$ cat config.mk
export PLATFORM = sky130hd
export DESIGN_NAME = uafs_top
export DESIGN_NICKNAME = d
export VERILOG_FILES = /design/src/include/uafs_pkg.sv /design/src/include/uafs_pulse_if.sv /design/src/verilog/uafs_rst_sync.sv /design/src/verilog/uafs_ir_pulse.sv /design/src/verilog/uafs_top.sv
export SDC_FILE = /design/constraint.sdc
export NUM_CORES = 1
export LEC_CHECK = 0
export BUFFER_PORTS_ARGS = -buffer_cell sky130_fd_sc_hd__buf_2
export CORE_AREA = 2 2 103 105
export CTS_CLUSTER_DIAMETER = 50
export CTS_CLUSTER_SIZE = 14
export DETAILED_ROUTE_END_ITERATION = 10
export DIE_AREA = 0 0 105 107
export PLACE_DENSITY = 0.85
export SLEW_MARGIN = 20
export SYNTH_ARGS = -nofsm -noshare
export SYNTH_HDL_FRONTEND = slang
export SYNTH_SLANG_ARGS = --single-unit
$ cat constraint.sdc
create_clock -name sys_clk -period 5.7 [get_ports sys_clk]
set_input_delay 1.71 -clock sys_clk [delete_from_list [all_inputs] [get_ports sys_clk]]
set_output_delay 1.71 -clock sys_clk [all_outputs]
set_load 0.05 [all_outputs]
$ cat src/include/uafs_pkg.sv
/*
 * Constants for the UART FIFO level, reset and shadow control slice.
 * Assumes a 32-bit register port with word-aligned byte addresses.
 */
package uafs_pkg;
   localparam int ADDR_W = 32;
   localparam int DATA_W = 32;
   // Register byte addresses
   localparam logic [31:0] TX_LEVEL_ADDR = 32'h50001180;
   localparam logic [31:0] RX_LEVEL_ADDR = 32'h50001184;
   localparam logic [31:0] SOFT_RST_ADDR = 32'h50001188;
   localparam logic [31:0] FLOW_ALIAS_ADDR = 32'h5000118C;
   localparam logic [31:0] BREAK_ALIAS_ADDR = 32'h50001190;
   localparam logic [31:0] QUEUE_CTRL_ADDR = 32'h50001108;
   localparam logic [31:0] LINE_CTRL_ADDR = 32'h5000110C;
   localparam logic [31:0] MODEM_CTRL_ADDR = 32'h50001110;
   // Field positions
   localparam int SRR_TX_CLR_BIT = 2;
   localparam int SRR_RX_CLR_BIT = 1;
   localparam int SRR_CTRL_RST_BIT = 0;
   localparam int ALIAS_BIT = 0;
   localparam int MCR_RTS_BIT = 1;
   localparam int MCR_LOOP_BIT = 4;
   localparam int MCR_AFC_BIT = 5;
   localparam int MCR_IR_BIT = 6;
   localparam int LCR_BREAK_BIT = 6;
   localparam int QCR_EN_BIT = 0;
   localparam int QCR_RX_CLR_BIT = 1;
   localparam int QCR_TX_CLR_BIT = 2;
   localparam int QCR_TRIG_LO = 6;
   // Values after reset
   localparam logic [7:0] MCR_RST = 8'h00;
   localparam logic [7:0] LCR_RST = 8'h00;
   localparam logic [7:0] QCR_RST = 8'h00;
   localparam logic [15:0] LEVEL_RST = 16'h0000;
   // Sizes and cycle counts
   localparam int FIFO_DEPTH_DFLT = 16;
   localparam int RST_SYNC_STAGES = 2;
   localparam int IR_PERIOD_CYC = 16;
   localparam int IR_LOW_CYC = 3;
   // Receive trigger codes
   typedef enum logic [1:0] {
      UAFS_TRIG_ONE = 2'h0,
      UAFS_TRIG_QUARTER = 2'h1,
      UAFS_TRIG_HALF = 2'h2,
      UAFS_TRIG_TWO_LESS = 2'h3
   } uafs_trig_e;
endpackage

$ cat src/include/uafs_pulse_if.sv
/*
 * Link between the controller and its infrared break pulse generator.
 * Assumes both ends run on the same clock.
 */
`timescale 1ns/1ps
interface uafs_pulse_if;
   logic en;
   logic pulse_n;
   modport gen (input en, output pulse_n);
   modport user (output en, input pulse_n);
endinterface

$ cat src/verilog/uafs_rst_sync.sv
/*
 * Reset synchroniser: asserts at once, releases after a flop chain.
 * Assumes arst_n is glitch free (a flop output gated with the pin).
 */
`timescale 1ns/1ps
module uafs_rst_sync #(
   parameter int STAGES = uafs_pkg::RST_SYNC_STAGES
)(
   // Clock and reset
   input wire logic sys_clk,
   input wire logic arst_n,
   input wire logic ce,
   // Synchronised reset
   output logic rst_n
);
   logic [STAGES-1:0] chain_r;

   if (STAGES < 2)
   begin : g_bad
      $error("uafs_rst_sync needs two stages or more");
   end

   always_ff @(posedge sys_clk or negedge arst_n)
   begin
      if (!arst_n)
      begin
         chain_r <= '0;
      end
      else if (ce)
      begin
         chain_r <= {chain_r[STAGES-2:0], 1'b1};
      end
   end

   assign rst_n = chain_r[STAGES-1];
endmodule

$ cat src/verilog/uafs_ir_pulse.sv
/*
 * Repeating active-low pulse for infrared break signalling.
 * Assumes the enable comes from logic on the same clock.
 */
`timescale 1ns/1ps
module uafs_ir_pulse #(
   parameter int PERIOD = uafs_pkg::IR_PERIOD_CYC,
   parameter int LOW = uafs_pkg::IR_LOW_CYC
)(
   // Clock and reset
   input wire logic sys_clk,
   input wire logic rst_n,
   input wire logic ce,
   // Pulse link
   uafs_pulse_if.gen pif
);
   logic [7:0] cnt_r;
   logic pulse_n_r;

   if (PERIOD > 255 || LOW < 1 || LOW >= PERIOD)
   begin : g_bad
      $error("uafs_ir_pulse period or width out of range");
   end

   // Period counter
   always_ff @(posedge sys_clk or negedge rst_n)
   begin
      if (!rst_n)
      begin
         cnt_r <= 8'h00;
      end
      else if (ce)
      begin
         if (!pif.en || cnt_r == 8'(PERIOD - 1))
            cnt_r <= 8'h00;
         else
            cnt_r <= cnt_r + 8'h01;
      end
   end

   always_ff @(posedge sys_clk or negedge rst_n)
   begin
      if (!rst_n)
      begin
         pulse_n_r <= 1'b1;
      end
      else if (ce)
      begin
         pulse_n_r <= !(pif.en && cnt_r < 8'(LOW));
      end
   end

   assign pif.pulse_n = pulse_n_r;
endmodule

$ cat src/verilog/uafs_top.sv
/*
 * UART slice: FIFO fill levels, soft resets, shadow flow and break bits,
 * and the flow, serial and infrared outputs they steer.
 * Assumes the data path gives push/pop pulses and serial bits on sys_clk.
 */
// How it works
// - Report transmit FIFO entry count, read only
// - Report receive FIFO entry count, read only
// - Soft bit two clears transmit FIFO
// - Soft bit one clears receive FIFO
// - Soft bit zero resets whole controller
// - Flow alias writes modem control request bit
// - Request output follows control bit normally
// - Auto flow blocks request at or above threshold if queue enabled
// - Loopback holds request high, loops back
// - Break alias writes line control break
// - Break forces serial output low unless in loopback
// - Infrared break pulses infrared output continuously unless in loopback
// - Loopback break goes to own receiver
// - Trigger code selects receive threshold level
`timescale 1ns/1ps
module uafs_top #(
   parameter int DEPTH = uafs_pkg::FIFO_DEPTH_DFLT
)(
   // Clock, reset, enable
   input wire logic sys_clk,
   input wire logic reset_n,
   input wire logic ce,
   // Register port
   input wire logic [31:0] addr,
   input wire logic [31:0] wr_data,
   input wire logic wr_en,
   input wire logic rd_en,
   output logic [31:0] rd_data,
   // Data path side
   input wire logic tx_push,
   input wire logic tx_pop,
   input wire logic rx_push,
   input wire logic rx_pop,
   input wire logic tx_bit,
   input wire logic ir_tx_n,
   output logic tx_queue_clear,
   output logic rx_queue_clear,
   output logic controller_soft_reset_n,
   output logic rx_serial,
   output logic cts_status,
   // Serial pins
   input wire logic sin,
   input wire logic cts_n,
   output logic sout,
   output logic rts_n,
   output logic sir_out_n
);
   logic soft_rst_r;
   logic rst_n;
   logic [7:0] mcr_r;
   logic [7:0] lcr_r;
   logic [7:0] qcr_r;
   logic [15:0] tx_level_r;
   logic [15:0] rx_level_r;
   logic tx_clr_r;
   logic rx_clr_r;
   logic [31:0] rd_data_r;
   logic rts_n_r;
   logic sout_r;
   logic sir_r;
   logic rx_serial_r;
   logic cts_status_r;
   logic sin_meta_r;
   logic sin_sync_r;
   logic cts_meta_r;
   logic cts_sync_r;
   logic wr_hit;
   logic tx_clr_nxt;
   logic rx_clr_nxt;
   logic [15:0] rx_thresh;
   logic rx_above;
   logic loop_on;
   logic brk_on;
   logic ir_on;
   logic [15:0] ir_high_run;
   uafs_pulse_if pif ();

   if (DEPTH < 4 || DEPTH > 65535)
   begin : g_bad
      $error("uafs_top DEPTH must be 4 to 65535");
   end

   assign wr_hit = wr_en && ce;
   assign loop_on = mcr_r[uafs_pkg::MCR_LOOP_BIT];
   assign brk_on = lcr_r[uafs_pkg::LCR_BREAK_BIT];
   assign ir_on = mcr_r[uafs_pkg::MCR_IR_BIT];

   always_ff @(posedge sys_clk or negedge reset_n)
   begin
      if (!reset_n)
      begin
         soft_rst_r <= 1'b0;
      end
      else if (ce)
      begin
         soft_rst_r <= wr_en && addr == uafs_pkg::SOFT_RST_ADDR && wr_data[uafs_pkg::SRR_CTRL_RST_BIT];
      end
   end

   uafs_rst_sync #(
      .STAGES(uafs_pkg::RST_SYNC_STAGES)
   ) u_rst_sync (
      .sys_clk(sys_clk),
      .arst_n(reset_n && !soft_rst_r),
      .ce(ce),
      .rst_n(rst_n)
   );

   always_ff @(posedge sys_clk or negedge rst_n)
   begin
      if (!rst_n)
      begin
         mcr_r <= uafs_pkg::MCR_RST;
      end
      else if (wr_hit && addr == uafs_pkg::MODEM_CTRL_ADDR)
      begin
         mcr_r <= wr_data[7:0];
      end
      else if (wr_hit && addr == uafs_pkg::FLOW_ALIAS_ADDR)
      begin
         mcr_r[uafs_pkg::MCR_RTS_BIT] <= wr_data[uafs_pkg::ALIAS_BIT];
      end
   end

   always_ff @(posedge sys_clk or negedge rst_n)
   begin
      if (!rst_n)
      begin
         lcr_r <= uafs_pkg::LCR_RST;
      end
      else if (wr_hit && addr == uafs_pkg::LINE_CTRL_ADDR)
      begin
         lcr_r <= wr_data[7:0];
      end
      else if (wr_hit && addr == uafs_pkg::BREAK_ALIAS_ADDR)
      begin
         lcr_r[uafs_pkg::LCR_BREAK_BIT] <= wr_data[uafs_pkg::ALIAS_BIT];
      end
   end

   // Queue control, clear bits not stored
   always_ff @(posedge sys_clk or negedge rst_n)
   begin
      if (!rst_n)
      begin
         qcr_r <= uafs_pkg::QCR_RST;
      end
      else if (wr_hit && addr == uafs_pkg::QUEUE_CTRL_ADDR)
      begin
         qcr_r <= wr_data[7:0] & 8'hF9;
      end
   end

   always_comb
   begin
      tx_clr_nxt = 1'b0;
      rx_clr_nxt = 1'b0;
      if (wr_hit && addr == uafs_pkg::SOFT_RST_ADDR)
      begin
         tx_clr_nxt = wr_data[uafs_pkg::SRR_TX_CLR_BIT];
         rx_clr_nxt = wr_data[uafs_pkg::SRR_RX_CLR_BIT];
      end
      else if (wr_hit && addr == uafs_pkg::QUEUE_CTRL_ADDR)
      begin
         tx_clr_nxt = wr_data[uafs_pkg::QCR_TX_CLR_BIT];
         rx_clr_nxt = wr_data[uafs_pkg::QCR_RX_CLR_BIT];
         if (qcr_r[uafs_pkg::QCR_EN_BIT] && !wr_data[uafs_pkg::QCR_EN_BIT])
         begin
            tx_clr_nxt = 1'b1;
            rx_clr_nxt = 1'b1;
         end
      end
   end

   always_ff @(posedge sys_clk or negedge rst_n)
   begin
      if (!rst_n)
      begin
         tx_clr_r <= 1'b0;
         rx_clr_r <= 1'b0;
      end
      else if (ce)
      begin
         tx_clr_r <= tx_clr_nxt;
         rx_clr_r <= rx_clr_nxt;
      end
   end

   always_ff @(posedge sys_clk or negedge rst_n)
   begin
      if (!rst_n)
      begin
         tx_level_r <= uafs_pkg::LEVEL_RST;
      end
      else if (ce)
      begin
         if (tx_clr_nxt)
            tx_level_r <= uafs_pkg::LEVEL_RST;
         else if (tx_push && !tx_pop && tx_level_r != 16'(DEPTH))
            tx_level_r <= tx_level_r + 16'h0001;
         else if (tx_pop && !tx_push && tx_level_r != 16'h0000)
            tx_level_r <= tx_level_r - 16'h0001;
      end
   end

   always_ff @(posedge sys_clk or negedge rst_n)
   begin
      if (!rst_n)
      begin
         rx_level_r <= uafs_pkg::LEVEL_RST;
      end
      else if (ce)
      begin
         if (rx_clr_nxt)
            rx_level_r <= uafs_pkg::LEVEL_RST;
         else if (rx_push && !rx_pop && rx_level_r != 16'(DEPTH))
            rx_level_r <= rx_level_r + 16'h0001;
         else if (rx_pop && !rx_push && rx_level_r != 16'h0000)
            rx_level_r <= rx_level_r - 16'h0001;
      end
   end

   // Register read port
   always_ff @(posedge sys_clk or negedge rst_n)
   begin
      if (!rst_n)
      begin
         rd_data_r <= 32'h00000000;
      end
      else if (ce)
      begin
         if (!rd_en)
            rd_data_r <= 32'h00000000;
         else if (addr == uafs_pkg::TX_LEVEL_ADDR)
            rd_data_r <= {16'h0000, tx_level_r};
         else if (addr == uafs_pkg::RX_LEVEL_ADDR)
            rd_data_r <= {16'h0000, rx_level_r};
         else if (addr == uafs_pkg::FLOW_ALIAS_ADDR)
            rd_data_r <= {31'h00000000, mcr_r[uafs_pkg::MCR_RTS_BIT]};
         else if (addr == uafs_pkg::BREAK_ALIAS_ADDR)
            rd_data_r <= {31'h00000000, lcr_r[uafs_pkg::LCR_BREAK_BIT]};
         else if (addr == uafs_pkg::MODEM_CTRL_ADDR)
            rd_data_r <= {24'h000000, mcr_r};
         else if (addr == uafs_pkg::LINE_CTRL_ADDR)
            rd_data_r <= {24'h000000, lcr_r};
         else if (addr == uafs_pkg::QUEUE_CTRL_ADDR)
            rd_data_r <= {24'h000000, qcr_r};
         else
            rd_data_r <= 32'h00000000;
      end
   end

   always_comb
   begin
      case (uafs_pkg::uafs_trig_e'(qcr_r[uafs_pkg::QCR_TRIG_LO +: 2]))
         uafs_pkg::UAFS_TRIG_ONE: rx_thresh = 16'h0001;
         uafs_pkg::UAFS_TRIG_QUARTER: rx_thresh = 16'(DEPTH / 4);
         uafs_pkg::UAFS_TRIG_HALF: rx_thresh = 16'(DEPTH / 2);
         default: rx_thresh = 16'(DEPTH - 2);
      endcase
   end
   assign rx_above = rx_level_r >= rx_thresh;

   // Pin synchronisers
   always_ff @(posedge sys_clk or negedge rst_n)
   begin
      if (!rst_n)
      begin
         sin_meta_r <= 1'b1;
         sin_sync_r <= 1'b1;
         cts_meta_r <= 1'b1;
         cts_sync_r <= 1'b1;
      end
      else if (ce)
      begin
         sin_meta_r <= sin;
         sin_sync_r <= sin_meta_r;
         cts_meta_r <= cts_n;
         cts_sync_r <= cts_meta_r;
      end
   end

   always_ff @(posedge sys_clk or negedge rst_n)
   begin
      if (!rst_n)
      begin
         rts_n_r <= 1'b1;
      end
      else if (ce)
      begin
         if (loop_on)
            rts_n_r <= 1'b1;
         else if (mcr_r[uafs_pkg::MCR_AFC_BIT] && qcr_r[uafs_pkg::QCR_EN_BIT] && rx_above)
            rts_n_r <= 1'b1;
         else
            rts_n_r <= !mcr_r[uafs_pkg::MCR_RTS_BIT];
      end
   end

   always_ff @(posedge sys_clk or negedge rst_n)
   begin
      if (!rst_n)
      begin
         sout_r <= 1'b1;
         rx_serial_r <= 1'b1;
         cts_status_r <= 1'b0;
      end
      else if (ce)
      begin
         sout_r <= loop_on || (!brk_on && tx_bit);
         rx_serial_r <= loop_on ? (!brk_on && tx_bit) : sin_sync_r;
         cts_status_r <= loop_on ? mcr_r[uafs_pkg::MCR_RTS_BIT] : !cts_sync_r;
      end
   end

   assign pif.en = brk_on && ir_on && !loop_on;
   uafs_ir_pulse #(
      .PERIOD(uafs_pkg::IR_PERIOD_CYC),
      .LOW(uafs_pkg::IR_LOW_CYC)
   ) u_ir_pulse (
      .sys_clk(sys_clk),
      .rst_n(rst_n),
      .ce(ce),
      .pif(pif)
   );

   always_ff @(posedge sys_clk or negedge rst_n)
   begin
      if (!rst_n)
      begin
         sir_r <= 1'b1;
      end
      else if (ce)
      begin
         if (loop_on || !ir_on)
            sir_r <= 1'b1;
         else
            sir_r <= brk_on ? pif.pulse_n : ir_tx_n;
      end
   end

   assign rd_data = rd_data_r;
   assign tx_queue_clear = tx_clr_r;
   assign rx_queue_clear = rx_clr_r;
   assign controller_soft_reset_n = rst_n;
   assign rx_serial = rx_serial_r;
   assign cts_status = cts_status_r;
   assign sout = sout_r;
   assign rts_n = rts_n_r;
   assign sir_out_n = sir_r;

   // Helper: run of high infrared output during break
   always_ff @(posedge sys_clk or negedge rst_n)
   begin
      if (!rst_n)
         ir_high_run <= 16'h0000;
      else if (pif.en && sir_r && ce)
         ir_high_run <= ir_high_run + 16'h0001;
      else if (ce)
         ir_high_run <= 16'h0000;
   end

   property p_tx_count;
      @(posedge sys_clk) disable iff (!rst_n)
      ce && tx_push && !tx_pop && !tx_clr_nxt && tx_level_r < 16'(DEPTH) |=> tx_level_r == $past(tx_level_r) + 16'h0001;
   endproperty
   a_tx_count: assert property (p_tx_count) else $error("tx level did not count up");

   property p_rx_count;
      @(posedge sys_clk) disable iff (!rst_n)
      ce && rx_pop && !rx_push && !rx_clr_nxt && rx_level_r != 16'h0000 |=> rx_level_r == $past(rx_level_r) - 16'h0001;
   endproperty
   a_rx_count: assert property (p_rx_count) else $error("rx level did not count down");

   property p_tx_clear;
      @(posedge sys_clk) disable iff (!rst_n)
      wr_hit && addr == uafs_pkg::SOFT_RST_ADDR && wr_data[2] |=> tx_level_r == 16'h0000 && tx_queue_clear;
   endproperty
   a_tx_clear: assert property (p_tx_clear) else $error("tx clear missed");

   property p_rx_clear;
      @(posedge sys_clk) disable iff (!rst_n)
      wr_hit && addr == uafs_pkg::SOFT_RST_ADDR && wr_data[1] |=> rx_level_r == 16'h0000 && rx_queue_clear;
   endproperty
   a_rx_clear: assert property (p_rx_clear) else $error("rx clear missed");

   property p_soft_reset;
      @(posedge sys_clk) disable iff (!reset_n)
      wr_hit && addr == uafs_pkg::SOFT_RST_ADDR && wr_data[0] |-> ##2 !controller_soft_reset_n;
   endproperty
   a_soft_reset: assert property (p_soft_reset) else $error("soft reset not asserted");

   property p_flow_alias;
      @(posedge sys_clk) disable iff (!rst_n)
      wr_hit && addr == uafs_pkg::FLOW_ALIAS_ADDR |=> mcr_r[1] == $past(wr_data[0]) && mcr_r[7:2] == $past(mcr_r[7:2]);
   endproperty
   a_flow_alias: assert property (p_flow_alias) else $error("flow alias not stored");

   property p_rts_plain;
      @(posedge sys_clk) disable iff (!rst_n)
      ce && !loop_on && !mcr_r[5] |=> rts_n == !$past(mcr_r[1]);
   endproperty
   a_rts_plain: assert property (p_rts_plain) else $error("rts_n not following control bit");

   property p_rts_gate;
      @(posedge sys_clk) disable iff (!rst_n)
      ce && mcr_r[5] && qcr_r[0] && rx_level_r >= rx_thresh |=> rts_n;
   endproperty
   a_rts_gate: assert property (p_rts_gate) else $error("rts_n active above threshold");

   property p_rts_loop;
      @(posedge sys_clk) disable iff (!rst_n)
      ce && loop_on |=> rts_n && cts_status == $past(mcr_r[1]);
   endproperty
   a_rts_loop: assert property (p_rts_loop) else $error("loopback rts wrong");

   property p_break_alias;
      @(posedge sys_clk) disable iff (!rst_n)
      wr_hit && addr == uafs_pkg::BREAK_ALIAS_ADDR |=> lcr_r[6] == $past(wr_data[0]);
   endproperty
   a_break_alias: assert property (p_break_alias) else $error("break alias not stored");

   property p_break_out;
      @(posedge sys_clk) disable iff (!rst_n)
      ce && brk_on && !loop_on |=> !sout;
   endproperty
   a_break_out: assert property (p_break_out) else $error("sout not low in break");

   property p_ir_pulse;
      @(posedge sys_clk) disable iff (!rst_n)
      ir_high_run <= 16'(uafs_pkg::IR_PERIOD_CYC + 2);
   endproperty
   a_ir_pulse: assert property (p_ir_pulse) else $error("infrared break not pulsing");

   property p_break_loop;
      @(posedge sys_clk) disable iff (!rst_n)
      ce && brk_on && loop_on |=> !rx_serial && sout;
   endproperty
   a_break_loop: assert property (p_break_loop) else $error("loopback break wrong");

   property p_thresh;
      @(posedge sys_clk) disable iff (!rst_n)
      qcr_r[7:6] == 2'h3 |-> rx_thresh == 16'(DEPTH - 2);
   endproperty
   a_thresh: assert property (p_thresh) else $error("two-less threshold wrong");
endmodule

==> reports/results.ini <==
[timing]
slew_headroom_pct=37.62
rsz0062_at_grt=no
finalClockSkew_ns=0.01461
drv_slew=0
finalSetupTns_ns=0
worst_slew_pin_slew_ns=0.9356
fmax_mhz=221.4
fin_crit_sh_pct=79.24
min_period_ns=4.516
setup_violations=0
final_hold_viol_count=0

[final_layout]
areaGrowthSynthToFinish_pct=10.02
final_cells=798
nets=773
finalInstanceArea_um2=6553
layout-drive-gt1-share_pct=23.87
antennaDiodeCount=0

[critical_path]
crit_required_ns=5.97
timing.rr.end=rx_level_r[15]
reg2reg_from=rx_level_r[10]
arrival_ns=4.79
worstSetupStartpoint=tx_push
end_kind=flip-flop
crit_fanout=17
crit_path_start_kind=input port
crit_type=in -> reg
r2r_setup_slack_ns=1.54
r2r_cells=12

[status]
status=finished, final reports clean

[clock_network]
cts_tree=done
cts_resized=0
cts_buffers=9
holdBufCountCts=0
insertion_delay_ns=0.39
ctsLongestPathBuffers=2
cts_setup_buffers=0
cts.sinks=93
h-tree-depth=3
path_clk_slew_ns=0.10
cts_root_buffer=clkbuf_8

[routing]
num_vias=4928
drt-pass1-iter-count=5
route.detailed.drc=0
vias_per_cell=6.175
first_iter_violations=352
ant_nets=0
finalWirelength_um=14240
wl_per_cell_um=17.84

[yosys]
yosysSeqAreaShare_pct=39.26
syn_inst=590
synthFlopType=dfrtp_1
synthArstFlopShare_pct=100.0
ys_ff_latch=93
synth_edf_count=0
yosys_warnings=0
synthesis.area_um2=5956
synth.avg_cell_area_um2=10.09
synth_cell_types=79

[pwr]
report.power.total_w=0.002676
p_int_w=0.001564
vdd_drop_max_v=0.0002313
power.share.sequential_pct=36.5
p_leak_nw=3.005
switching_share_pct=41.54
power.density_nw_per_um2=408.4
pwr-share-comb_pct=45.7
p_sw_w=0.001112
p_clk_share_pct=17.8

[die]
initial_core_util_pct=59.01
die_w_um=105
dieArea_um2=11240
io_pins=117
rows=37
core_area_um2=10090
chipHeight_um=107

[placed_design]
dpl.cell_count=782
io_buffers=76
gp_congestion=0.9030
dpl_cell_area_um2=6332
dp_hpwl_um=10580

[grt]
grt_use_met1_pct=34.21
grt_max_degree=61
antenna_found_initial=0
met2_usage_pct=43.92
grt_pass1_vias=4906
use_met3_pct=4.012
top_usage_layer=met2
overflow=0
grt_usage_pct=26.24
grt_pass1_wl_um=23540

[flow_run]
drv_cap=0

[worst_hold_path]
hold_path_class=reg -> async

-- critical path: stages --
cell,delay (ns)
buf_2,0.07
inv_1,0.07
a211oi_4,0.35
inv_1,0.39
ha_1,0.43
a211oi_2,0.25
o21bai_2,0.13
o2111ai_2,0.26
a21oi_2,0.09
or3_1,0.38
a21oi_2,0.21
o311ai_1,0.12
mux2_4,0.31
-- cells by family (layout without fill, tap and decap cells) --
| group | count (synthesis) | count (layout) | share of synthesized area [%] |
|---|---|---|---|
| AO/OA/AOI/OAI | 168 | 168 | 20.57 |
| XOR/XNOR | 26 | 26 | 3.824 |
| adder cells (fa/ha/maj) | 39 | 39 | 8.445 |
| buffers and inverters | 52 | 109 | 5.189 |
| flip-flops | 93 | 93 | 39.26 |
| multiplexers | 36 | 36 | 6.702 |
| other | 1 | 16 | 0.06296 |
| AND/OR/NAND/NOR | 175 | 175 | 15.95 |
-- stage by stage --
stage               utilization [%]  setup slack, ns  hold WS, ns
floorplan                         -            1.266       0.1673
global placement              62.74           0.9259       0.1884
detailed placement            62.74           0.7869       0.2180
CTS                           64.86            1.180       0.2276
global route                  64.93           0.9686       0.2519
finish                        64.93            1.184       0.2235
-- cell usage after synthesis (all sizes together), types with 6 or more instances --
cell / n / share of area [%]
a21o: 17 / 2.2
a21oi: 37 / 3.2
a22o: 15 / 2.2
a22oi: 20 / 2.5
a31oi: 10 / 1.2
and3: 6 / 0.63
buf: 27 / 3.3
clkbuf: 11 / 1.0
dfrtp: 84 / 35
dfstp: 9 / 4.0
ha: 37 / 7.8
inv: 14 / 0.88
mux2: 25 / 4.9
mux2i: 11 / 1.8
nand2: 38 / 2.5
nand3: 13 / 1.1
nand4: 6 / 0.63
nor2: 46 / 3.2
nor2b: 9 / 0.95
nor3: 15 / 1.4
nor4: 10 / 1.2
o21ai: 22 / 2.0
o2bb2ai: 11 / 1.6
xnor2: 19 / 2.8
xor2: 7 / 1.0
-- how the worst max path moves through the flow --
stage	to	slack (ns)	depth (start not counted)
after floorplan	tx_level_r[15]	1.27	12
after global placement	tx_level_r[15]	0.93	13
after detailed placement	tx_level_r[15]	0.79	13
after CTS	tx_level_r[15]	1.18	13
after global routing	tx_level_r[15]	0.97	13
final	tx_level_r[15]	1.18	13
-- layer usage --
| metal | up-vias | part of all wire [%] |
|---|---|---|
| met5 | - | 0 |
| met4 | 0 | 3.1 |
| met3 | 44 | 5.4 |
| met2 | 176 | 49 |
| met1 | 2414 | 42 |
| li1 | 2294 | - |
-- flip-flops by register name, summed over array words and instances, names as in the netlist, 2 cells and up --
| signal | count |
|---|---|
| tx_level_r | 16 |
| lcr_r | 8 |
| u_rst_sync.chain_r | 2 |
| rx_level_r | 16 |
| u_ir_pulse.cnt_r | 8 |
| qcr_r | 6 |
| mcr_r | 8 |
| rd_data | 16 |
-- placed cells by master, fill, tap and decap left out, types with 15 or more instances in the layout --
cell	n
nand2_1	37
a21o_1	16
a22oi_1	20
a22o_1	15
o21ai_0	18
dfrtp_1	83
mux2_2	23
ha_1	37
buf_2	76
xnor2_1	19
conb_1	16
nor2_1	45
a21oi_1	35
-- final cells by class --
class                   instances  area, um^2
flip-flops and latches         93        2342
clock buffers                   9       123.9
clock inverters                 7       90.09
multi-input cells             460        3371
inverters                      14       52.55
repair buffers                 79       402.9
well taps                     136       170.2
fillers                       818        3540
-- power groups by stage --
| stage | clock network [W] | registers (W) | logic, W |
|---|---|---|---|
| 3_5_place_dp | 0 | 0.000984 | 0.00120 |
| 6_report | 0.000475 | 0.000977 | 0.00122 |
| 5_1_grt | 0.000503 | 0.000994 | 0.00136 |
| 3_3_place_gp | 0 | 0.000978 | 0.00113 |
| 4_1_cts | 0.000481 | 0.000973 | 0.00121 |
| 2_1_floorplan | 0 | 0.000920 | 0.000992 |
Power figures use the tool's default switching activity.
